==> src/rtl/uart_defines.svh <==
// Offsets, field positions, reset values and timing counts of the serial port.
// Assumes a 32-bit bus whose word index is the printed register offset.
`ifndef UART_DEFINES_SVH
`define UART_DEFINES_SVH

// Register indices, byte address is four times the index
`define IDX_CHAR_DATA     3'h0
`define IDX_CONTROL_FLAGS 3'h1
`define IDX_BAUD_DIVIDER  3'h4

// Status and control bit positions
`define BIT_TX_EMPTY  0
`define BIT_TX_FULL   1
`define BIT_RX_FULL   2
`define BIT_RX_AVAIL  3
`define BIT_POLLED    4
`define BIT_OVERRUN   5
`define BIT_FRAMING   6

// Reset values
`define POLLED_RESET  1'b1

// Baud divisor scale
`define DIV_FRAC_BITS 27
`define DIV_RND_SHIFT 5
`define DIV_DEN_SHIFT 4

// Frame timing in 16x ticks
`define TICK_LAST     4'hf
`define TICK_MID      4'h7
`define DATA_LAST     3'h7

// Receive buffer depth
`define RX_DEPTH      2'h2

`endif

==> src/rtl/uart_pkg.sv <==
// Types shared by the serial port.
// Assumes the defines header is compiled alongside.
package uart_pkg;

  // Frame sequencer, Gray codes along the path
  typedef enum logic [1:0] {
    FRAME_IDLE  = 2'b00,
    FRAME_START = 2'b01,
    FRAME_DATA  = 2'b11,
    FRAME_STOP  = 2'b10
  } frame_state_type;

endpackage

==> src/rtl/wishbone_serial_uart.sv <==
// Serial port with a bus slave, 16x baud generator, transmitter and receiver.
// Assumes one bus clock, synchronous reset and a line driver on the pins.
//
// Summary of operation
// Data register write at offset 0 loads the transmit buffer.
// Data write waits without acknowledge while transmit buffer is full.
// Data register read returns the oldest received character.
// Data read waits without acknowledge while receive buffer is empty.
// Status bit 0 reads transmit buffer empty.
// Status bit 1 reads transmit buffer full.
// Status bit 2 receive buffer full, bit 3 receive data available.
// Status bit 4 is writable polled mode, disabling interrupts.
// Status bit 5 reports receiver overrun.
// Status bit 6 reports receiver framing error.
// Bus clock divided to a 16x baud tick for both directions.
// Divisor scaled by two to the 27 over clock/16.
// Start-up baud rate from a parameter defaulting to 115200.
// Start-up divisor uses clock frequency parameter in MHz, default 50.
// Software writes a 32-bit divisor at offset 4.
// Frames always carry 8 data bits and 1 stop bit.
// Interrupt only when not polled and a character is waiting.
// Transmitter never raises the interrupt.
// Frames driven on transmit pin, sampled on receive pin.
// Non-stalling masters check transmit empty before writing.
// Idle high, low start, high stop, LSB first, mid-bit sampling.
// Stop low sets framing error; push into full buffer sets overrun.
// Data read pops the buffer; reset empties buffers, loads start divisor.
`include "uart_defines.svh"

module wishbone_serial_uart #(
  parameter int BAUD_RATE            = 115200,
  parameter int bus_clock_freq_param = 50
) (
  input  wire logic        clk_i,
  input  wire logic        srst_i,
  input  wire logic        wb_cyc_i,
  input  wire logic        wb_stb_i,
  input  wire logic        wb_we_i,
  input  wire logic [31:0] wb_adr_i,
  input  wire logic [31:0] wb_dat_i,
  input  wire logic [3:0]  wb_sel_i,
  output logic      [31:0] wb_dat_o,
  output logic             wb_ack_o,
  output logic             irq_o,
  output logic             txd_o,
  input  wire logic        rxd_i
);

  // ------------------------------------------------------------
  // Start-up divisor
  // ------------------------------------------------------------
  localparam longint unsigned CLK_HZ    = longint'(bus_clock_freq_param) * 1_000_000;
  localparam longint unsigned START_DIV =
    ((longint'(BAUD_RATE) << `DIV_FRAC_BITS) + (CLK_HZ >> `DIV_RND_SHIFT))
    / (CLK_HZ >> `DIV_DEN_SHIFT);

  // ------------------------------------------------------------
  // Declarations
  // ------------------------------------------------------------
  logic                      ack_q;
  logic [31:0]               dat_q;
  logic                      irq_q;
  logic                      polled_q;
  logic                      overrun_q;
  logic                      framing_q;
  logic [31:0]               div_q;
  logic [26:0]               acc_q;
  logic                      tick_q;
  logic                      tx_full_q;
  logic [7:0]                tx_hold_q;
  uart_pkg::frame_state_type tx_state_q;
  logic [3:0]                tx_cnt_q;
  logic [2:0]                tx_bit_q;
  logic [7:0]                tx_shift_q;
  logic                      txd_q;
  uart_pkg::frame_state_type rx_state_q;
  logic [3:0]                rx_cnt_q;
  logic [2:0]                rx_bit_q;
  logic [7:0]                rx_shift_q;
  logic                      rx_push_q;
  logic                      rx_bad_q;
  logic [7:0]                fifo_mem_q [2];
  logic                      fifo_wr_q;
  logic                      fifo_rd_q;
  logic [1:0]                fifo_cnt_q;
  logic                      fifo_in_ready;
  logic                      fifo_out_valid;
  logic                      fifo_pop;
  logic                      fifo_push;
  logic                      req;
  logic [2:0]                idx;
  logic                      hit_data;
  logic                      wr_data_ok;
  logic                      rd_data_ok;
  logic                      other_ok;
  logic                      accept;
  logic [32:0]               acc_sum;
  logic [7:0]                status;

  // ------------------------------------------------------------
  // Bus decode
  // ------------------------------------------------------------
  assign req        = wb_cyc_i & wb_stb_i & ~ack_q;
  assign idx        = wb_adr_i[4:2];
  assign hit_data   = (idx == `IDX_CHAR_DATA);
  assign wr_data_ok = req & wb_we_i & hit_data & ~tx_full_q;
  assign rd_data_ok = req & ~wb_we_i & hit_data & fifo_out_valid;
  assign other_ok   = req & ~hit_data;
  assign accept     = wr_data_ok | rd_data_ok | other_ok;
  assign fifo_pop   = rd_data_ok;

  always_comb begin
    status                = 8'h00;
    status[`BIT_TX_EMPTY] = ~tx_full_q;
    status[`BIT_TX_FULL]  = tx_full_q;
    status[`BIT_RX_FULL]  = (fifo_cnt_q == `RX_DEPTH);
    status[`BIT_RX_AVAIL] = fifo_out_valid;
    status[`BIT_POLLED]   = polled_q;
    status[`BIT_OVERRUN]  = overrun_q;
    status[`BIT_FRAMING]  = framing_q;
  end

  // ------------------------------------------------------------
  // Acknowledge and read data
  // ------------------------------------------------------------
  always_ff @(posedge clk_i) begin
    if (srst_i) begin
      ack_q <= 1'b0;
    end else begin
      ack_q <= accept;
    end
  end

  always_ff @(posedge clk_i) begin
    if (srst_i) begin
      dat_q <= 32'h0000_0000;
    end else if (accept && !wb_we_i) begin
      if (hit_data) begin
        dat_q <= {24'h00_0000, fifo_mem_q[fifo_rd_q]};
      end else if (idx == `IDX_CONTROL_FLAGS) begin
        dat_q <= {24'h00_0000, status};
      end else begin
        dat_q <= 32'h0000_0000;
      end
    end
  end

  // ------------------------------------------------------------
  // Control and error flags
  // ------------------------------------------------------------
  always_ff @(posedge clk_i) begin
    if (srst_i) begin
      polled_q <= `POLLED_RESET;
    end else if (other_ok && wb_we_i && idx == `IDX_CONTROL_FLAGS && wb_sel_i[0]) begin
      polled_q <= wb_dat_i[`BIT_POLLED];
    end
  end

  always_ff @(posedge clk_i) begin
    if (srst_i) begin
      overrun_q <= 1'b0;
      framing_q <= 1'b0;
    end else begin
      if (other_ok && !wb_we_i && idx == `IDX_CONTROL_FLAGS) begin
        overrun_q <= 1'b0;
        framing_q <= 1'b0;
      end
      if (rx_push_q && !fifo_in_ready) begin
        overrun_q <= 1'b1;
      end
      if (rx_push_q && rx_bad_q) begin
        framing_q <= 1'b1;
      end
    end
  end

  always_ff @(posedge clk_i) begin
    if (srst_i) begin
      irq_q <= 1'b0;
    end else begin
      irq_q <= ~polled_q & fifo_out_valid;
    end
  end

  // ------------------------------------------------------------
  // Baud generator
  // ------------------------------------------------------------
  always_ff @(posedge clk_i) begin
    if (srst_i) begin
      div_q <= START_DIV[31:0];
    end else if (other_ok && wb_we_i && idx == `IDX_BAUD_DIVIDER) begin
      for (int i = 0; i < 4; i++) begin
        if (wb_sel_i[i]) begin
          div_q[8*i +: 8] <= wb_dat_i[8*i +: 8];
        end
      end
    end
  end

  assign acc_sum = {6'h00, acc_q} + {1'b0, div_q};

  always_ff @(posedge clk_i) begin
    if (srst_i) begin
      acc_q  <= 27'h000_0000;
      tick_q <= 1'b0;
    end else begin
      acc_q  <= acc_sum[26:0];
      tick_q <= |acc_sum[32:27];
    end
  end

  // ------------------------------------------------------------
  // Transmit buffer and sequencer
  // ------------------------------------------------------------
  always_ff @(posedge clk_i) begin
    if (srst_i) begin
      tx_full_q <= 1'b0;
      tx_hold_q <= 8'h00;
    end else if (wr_data_ok && wb_sel_i[0]) begin
      tx_full_q <= 1'b1;
      tx_hold_q <= wb_dat_i[7:0];
    end else if (tx_state_q == uart_pkg::FRAME_IDLE) begin
      tx_full_q <= 1'b0;
    end
  end

  always_ff @(posedge clk_i) begin
    if (srst_i) begin
      tx_state_q <= uart_pkg::FRAME_IDLE;
      tx_cnt_q   <= 4'h0;
      tx_bit_q   <= 3'h0;
      tx_shift_q <= 8'h00;
      txd_q      <= 1'b1;
    end else begin
      unique case (tx_state_q)
        uart_pkg::FRAME_IDLE: begin
          txd_q <= 1'b1;
          if (tx_full_q) begin
            tx_shift_q <= tx_hold_q;
            tx_cnt_q   <= 4'h0;
            txd_q      <= 1'b0;
            tx_state_q <= uart_pkg::FRAME_START;
          end
        end
        uart_pkg::FRAME_START: begin
          if (tick_q) begin
            tx_cnt_q <= tx_cnt_q + 4'h1;
            if (tx_cnt_q == `TICK_LAST) begin
              txd_q      <= tx_shift_q[0];
              tx_bit_q   <= 3'h0;
              tx_state_q <= uart_pkg::FRAME_DATA;
            end
          end
        end
        uart_pkg::FRAME_DATA: begin
          if (tick_q) begin
            tx_cnt_q <= tx_cnt_q + 4'h1;
            if (tx_cnt_q == `TICK_LAST) begin
              if (tx_bit_q == `DATA_LAST) begin
                txd_q      <= 1'b1;
                tx_state_q <= uart_pkg::FRAME_STOP;
              end else begin
                tx_shift_q <= {1'b0, tx_shift_q[7:1]};
                txd_q      <= tx_shift_q[1];
                tx_bit_q   <= tx_bit_q + 3'h1;
              end
            end
          end
        end
        uart_pkg::FRAME_STOP: begin
          if (tick_q) begin
            tx_cnt_q <= tx_cnt_q + 4'h1;
            if (tx_cnt_q == `TICK_LAST) begin
              tx_state_q <= uart_pkg::FRAME_IDLE;
            end
          end
        end
      endcase
    end
  end

  // ------------------------------------------------------------
  // Receive sequencer
  // ------------------------------------------------------------
  always_ff @(posedge clk_i) begin
    if (srst_i) begin
      rx_state_q <= uart_pkg::FRAME_IDLE;
      rx_cnt_q   <= 4'h0;
      rx_bit_q   <= 3'h0;
      rx_shift_q <= 8'h00;
      rx_push_q  <= 1'b0;
      rx_bad_q   <= 1'b0;
    end else begin
      rx_push_q <= 1'b0;
      unique case (rx_state_q)
        uart_pkg::FRAME_IDLE: begin
          if (tick_q && !rxd_i) begin
            rx_cnt_q   <= 4'h0;
            rx_state_q <= uart_pkg::FRAME_START;
          end
        end
        uart_pkg::FRAME_START: begin
          if (tick_q) begin
            rx_cnt_q <= rx_cnt_q + 4'h1;
            if (rx_cnt_q == `TICK_MID) begin
              rx_cnt_q   <= 4'h0;
              rx_bit_q   <= 3'h0;
              rx_state_q <= rxd_i ? uart_pkg::FRAME_IDLE : uart_pkg::FRAME_DATA;
            end
          end
        end
        uart_pkg::FRAME_DATA: begin
          if (tick_q) begin
            rx_cnt_q <= rx_cnt_q + 4'h1;
            if (rx_cnt_q == `TICK_LAST) begin
              rx_shift_q <= {rxd_i, rx_shift_q[7:1]};
              rx_bit_q   <= rx_bit_q + 3'h1;
              if (rx_bit_q == `DATA_LAST) begin
                rx_state_q <= uart_pkg::FRAME_STOP;
              end
            end
          end
        end
        uart_pkg::FRAME_STOP: begin
          if (tick_q) begin
            rx_cnt_q <= rx_cnt_q + 4'h1;
            if (rx_cnt_q == `TICK_LAST) begin
              rx_push_q  <= 1'b1;
              rx_bad_q   <= ~rxd_i;
              rx_state_q <= uart_pkg::FRAME_IDLE;
            end
          end
        end
      endcase
    end
  end

  // ------------------------------------------------------------
  // Two-entry receive buffer
  // ------------------------------------------------------------
  assign fifo_in_ready  = (fifo_cnt_q != `RX_DEPTH);
  assign fifo_out_valid = (fifo_cnt_q != 2'h0);
  assign fifo_push      = rx_push_q & fifo_in_ready;

  always_ff @(posedge clk_i) begin
    if (fifo_push) begin
      fifo_mem_q[fifo_wr_q] <= rx_shift_q;
    end
  end

  always_ff @(posedge clk_i) begin
    if (srst_i) begin
      fifo_wr_q  <= 1'b0;
      fifo_rd_q  <= 1'b0;
      fifo_cnt_q <= 2'h0;
    end else begin
      if (fifo_push) begin
        fifo_wr_q <= ~fifo_wr_q;
      end
      if (fifo_pop) begin
        fifo_rd_q <= ~fifo_rd_q;
      end
      fifo_cnt_q <= fifo_cnt_q + {1'b0, fifo_push} - {1'b0, fifo_pop};
    end
  end

  // ------------------------------------------------------------
  // Outputs
  // ------------------------------------------------------------
  assign wb_ack_o = ack_q;
  assign wb_dat_o = dat_q;
  assign irq_o    = irq_q;
  assign txd_o    = txd_q;
endmodule

==> config.mk <==
export PLATFORM = sky130hd
export DESIGN_NAME = wishbone_serial_uart
export DESIGN_NICKNAME = d
export VERILOG_FILES = /design/src/rtl/uart_pkg.sv /design/src/rtl/wishbone_serial_uart.sv
export VERILOG_INCLUDE_DIRS = /design/src /design/src/rtl
export SDC_FILE = /design/constraint.sdc
export NUM_CORES = 1
export LEC_CHECK = 0
export BUFFER_PORTS_ARGS = -buffer_cell sky130_fd_sc_hd__buf_2
export CORE_ASPECT_RATIO = 1.1
export CORE_MARGIN = 1.5
export CORE_UTILIZATION = 38
export CTS_CLUSTER_SIZE = 25
export DETAILED_ROUTE_END_ITERATION = 16
export PLACE_DENSITY_LB_ADDON = 0.3
export REMOVE_ABC_BUFFERS = 1
export SKIP_LAST_GASP = 1
export SLEW_MARGIN = 20
export SYNTH_ARGS = -nofsm -noshare
export SYNTH_HDL_FRONTEND = slang
export SYNTH_SLANG_ARGS = --single-unit
==> constraint.sdc <==
create_clock -name clk_i -period 4.6 [get_ports clk_i]
set_clock_uncertainty 0.2 [all_clocks]
set_input_delay 0.92 -clock clk_i [delete_from_list [all_inputs] [get_ports clk_i]]
set_output_delay 0.92 -clock clk_i [all_outputs]
set_load 0.02 [all_outputs]
==> impl_metrics.py <==
metrics = {
    "sta": {
        "finalMaxSlewViolations": 0,
        "hold_viol_final": 0,
        "slew_headroom_pct": 32.41,
        "tightest_slew_ns": 1.012,
        "timing.fmax_mhz": 319.3,
        "rsz0062_at_grt": "no",
        "period_minus_slack_ns": 3.132,
        "timing.final.crit_share_pct": 68.08,
        "fin_tns_setup_ns": 0,
        "setup_viol": 0,
    },
    "routing": {
        "drt_wl_total_microns": 14200,
        "wl_per_cell_microns": 12.91,
        "viasPerCell": 5.082,
        "drc": 0,
        "drt-pass1-iter-count": 5,
        "ant_nets": 0,
        "num_vias": 5590,
        "drt-initial-drc-count": 327,
    },
    "power": {
        "pwr-share-seq_pct": 38.1,
        "power.density_nw_per_um2": 440.2,
        "power_frac_clock_pct": 37.2,
        "p_leak_nw": 3.210,
        "combPwrFrac_pct": 24.7,
        "p_total_w": 0.003502,
        "p_int_w": 0.002420,
        "switching_share_pct": 30.90,
        "p_sw_w": 0.001082,
        "ir_drop_mv": 0.2476,
    },
    "cts": {
        "worstSkewPairLatency_ns": 0.41,
        "cts_setup_buffers": 0,
        "h-tree-depth": 4,
        "cts_tree": "built",
        "clock_path_buffers": 2,
        "cts-root-buf": "clkbuf_16",
        "cts_resized": 0,
        "cts_hold_buffers": 0,
        "clk_pin_slew_ns": 0.06,
        "cts_sinks": 140,
        "cts_made_buffers": 17,
    },
    "synth": {
        "synth_top_area_share_pct": 35.25,
        "synth_flop_cell": "dfxtp_1",
        "async_flop_share_pct": 0,
        "synth_area_leaders": "dfxtp_1 (35%), edfxtp_1 (6.8%), nor2_1 (6.3%)",
        "ys_warn_count": 0,
        "synth-edff-count": 16,
        "synthCells": 807,
        "avgSynthCellArea_sq_um": 8.727,
        "ys_ff_latch": 140,
        "ys_types": 67,
        "seq_area_frac_synth_pct": 42.07,
        "synth_top_cell_by_area": "dfxtp_1",
        "synth_area_sq_um": 7043,
    },
    "placed_design": {
        "dp_hpwl_microns": 10160,
        "port_buffers": 55,
        "placed_cell_area_sq_um": 7390,
        "place.gp.congestion": 0.7824,
    },
    "floorplan": {
        "die-area_sq_um": 19360,
        "num_rows": 52,
        "io_pins": 109,
        "core_sq_um": 18280,
        "initial_core_util_pct": 38.52,
        "die_width_microns": 132.8,
        "die_h_microns": 145.8,
    },
    "global_route": {
        "grt_overflow": 0,
        "grt_pass1_vias": 5102,
        "grt_max_degree": 82,
        "antenna_found_initial": 0,
        "grt_pass1_wl_microns": 24070,
        "grt_usage_pct": 15.05,
    },
    "critical_path": {
        "worstPathArrival_ns": 3.21,
        "startpoint_type": "register",
        "crit_fanout": 5,
        "ff2ff_path_depth": 10,
        "worstSetupPathType": "reg2reg",
        "worstSetupEndpointType": "register",
        "worstPathRequired_ns": 4.67,
    },
    "finish": {
        "multi_input_area_sq_um": 3754,
        "diodes": 0,
        "regArea_sq_um": 2963,
        "drive_gt1_share_pct": 12.95,
        "postLayoutCellArea_sq_um": 7955,
        "nNetsFinal": 954,
        "syn2layout_area_growth_pct": 12.95,
        "num-fill-cells": 1793,
        "post-route-util_pct": 43.51,
    },
    "run": {
        "maxCapViolCount": 0,
    },
    "min_path": {
        "hp-class": "reg2reg",
        "hold_depth": 0,
    },
    "status": {
        "outcome": "finished, final reports clean",
    },
}
cell usage in the layout, fill, tap and decap left out, types with 6 or more instances in the layout:
cell type  instances
a211oi_1          10
edfxtp_1          16
o21ai_0           27
xnor2_1           14
mux2i_1           28
a311oi_1           8
nor3_1             8
a21oi_1           75
and3_1            12
inv_1             13
nand3_1           33
nor2_1           119
nor2b_1            7
a211o_1            9
nand3b_1           7
or3_1              7
nand4_1           16
buf_2             54
a21o_1             6
xor2_1            13
dfxtp_1          124
clkbuf_16         17
nand2_1           83
conb_1            24
ha_1              35
through the flow:
stage | cells | hold slack (ns) | worst slack [ns]
floorplan | 766 | 0.2218 | 1.661
global placement | 1068 | 0.2346 | 1.351
detailed placement | 1068 | 0.2460 | 1.357
CTS | 1100 | 0.2615 | 1.470
global route | 1100 | 0.2830 | 1.276
finish | 1100 | 0.2598 | 1.468
path summary, 6_finish.rpt:
| path | start | endpoint | slack, ns |
|---|---|---|---|
| worst max-delay path | div_q[0] | tick_q | 1.47 |
| worst min-delay path | rx_shift_q[0] | fifo_mem_q[1][0] | 0.26 |
| worst max register to register | div_q[0] | tick_q | 1.47 |
| worst min register to register | rx_shift_q[0] | fifo_mem_q[1][0] | 0.26 |
cell type report:
| class | instances | area share, % |
|---|---|---|
| Sequential cell | 140 | 37.24 |
| Clock buffer | 17 | 5.348 |
| Inverter | 13 | 0.6134 |
| Timing Repair Buffer | 59 | 4.026 |
| Tap cell | 243 | 3.822 |
| Clock inverter | 15 | 1.762 |
| Multi-Input combinational cell | 613 | 47.18 |
critical path, stage by stage, from the launching register on:
cell       delay [ns]
dfxtp_1          0.31
ha_1             0.23
fa_1             0.40
a21o_1           0.24
a221oi_4         0.36
o21ai_4          0.15
a2111oi_4        0.45
or2_1            0.18
nor4_1           0.05
nor4_1           0.30
a21oi_1          0.12
registers in the layout, indices dropped and copies added (netlist names), 2 cells and up, named ones only:
signal / cells
div_q: 32
rx_shift_q: 8
rx_cnt_q: 4
fifo_mem_q: 16
tx_shift_q: 8
fifo_cnt_q: 2
tx_bit_q: 3
rx_state_q: 2
tx_hold_q: 8
wb_dat_o: 8
rx_bit_q: 3
acc_q: 27
tx_state_q: 2
tx_cnt_q: 4
synthesized netlist by cell type (all sizes together), types with 3 or more instances:
library cell	count
a211o	9
a211oi	10
a21o	6
a21oi	75
a221oi	3
a22oi	5
a311oi	8
a31o	3
a31oi	3
a32oi	3
and2	4
and3	13
and4	3
buf	28
clkbuf	36
dfxtp	124
edfxtp	16
ha	35
inv	13
mux2i	28
nand2	83
nand2b	5
nand3	33
nand3b	7
nand4	16
nor2	119
nor2b	7
nor3	8
nor4	4
o211ai	4
o21a	5
o21ai	29
o21bai	4
or2	5
or3	8
xnor2	14
xor2	13
layer usage:
metal,vias to the layer above,part of all wire (%),global-route usage (%)
met4,0,0.56,4.286
li1,2894,-,-
met5,-,0,0
met3,4,2.1,3.344
met2,67,47,24.14
met1,2625,50,20.33
power groups by stage:
stage	clock, W	combinational [W]	sequential [W]
CTS	0.00133	0.000870	0.00134
finish	0.00130	0.000865	0.00133
global route	0.00139	0.000972	0.00134
global placement	0	0.000855	0.00136
detailed placement	0	0.000860	0.00136
floorplan	0	0.000679	0.00136
cells by family (layout without fill, tap and decap cells):
group | count (synthesis) | in the layout | synth area share [%]
fa+ha+maj | 36 | 36 | 6.502
xor+xnor | 27 | 27 | 3.358
flops | 140 | 140 | 42.07
mux | 29 | 29 | 4.139
simple gates | 323 | 323 | 21.34
other cells | 1 | 24 | 0.05324
compound gates | 174 | 174 | 16.68
buf+inv | 77 | 104 | 5.862
No activity file was read; power rests on OpenSTA's default activity.
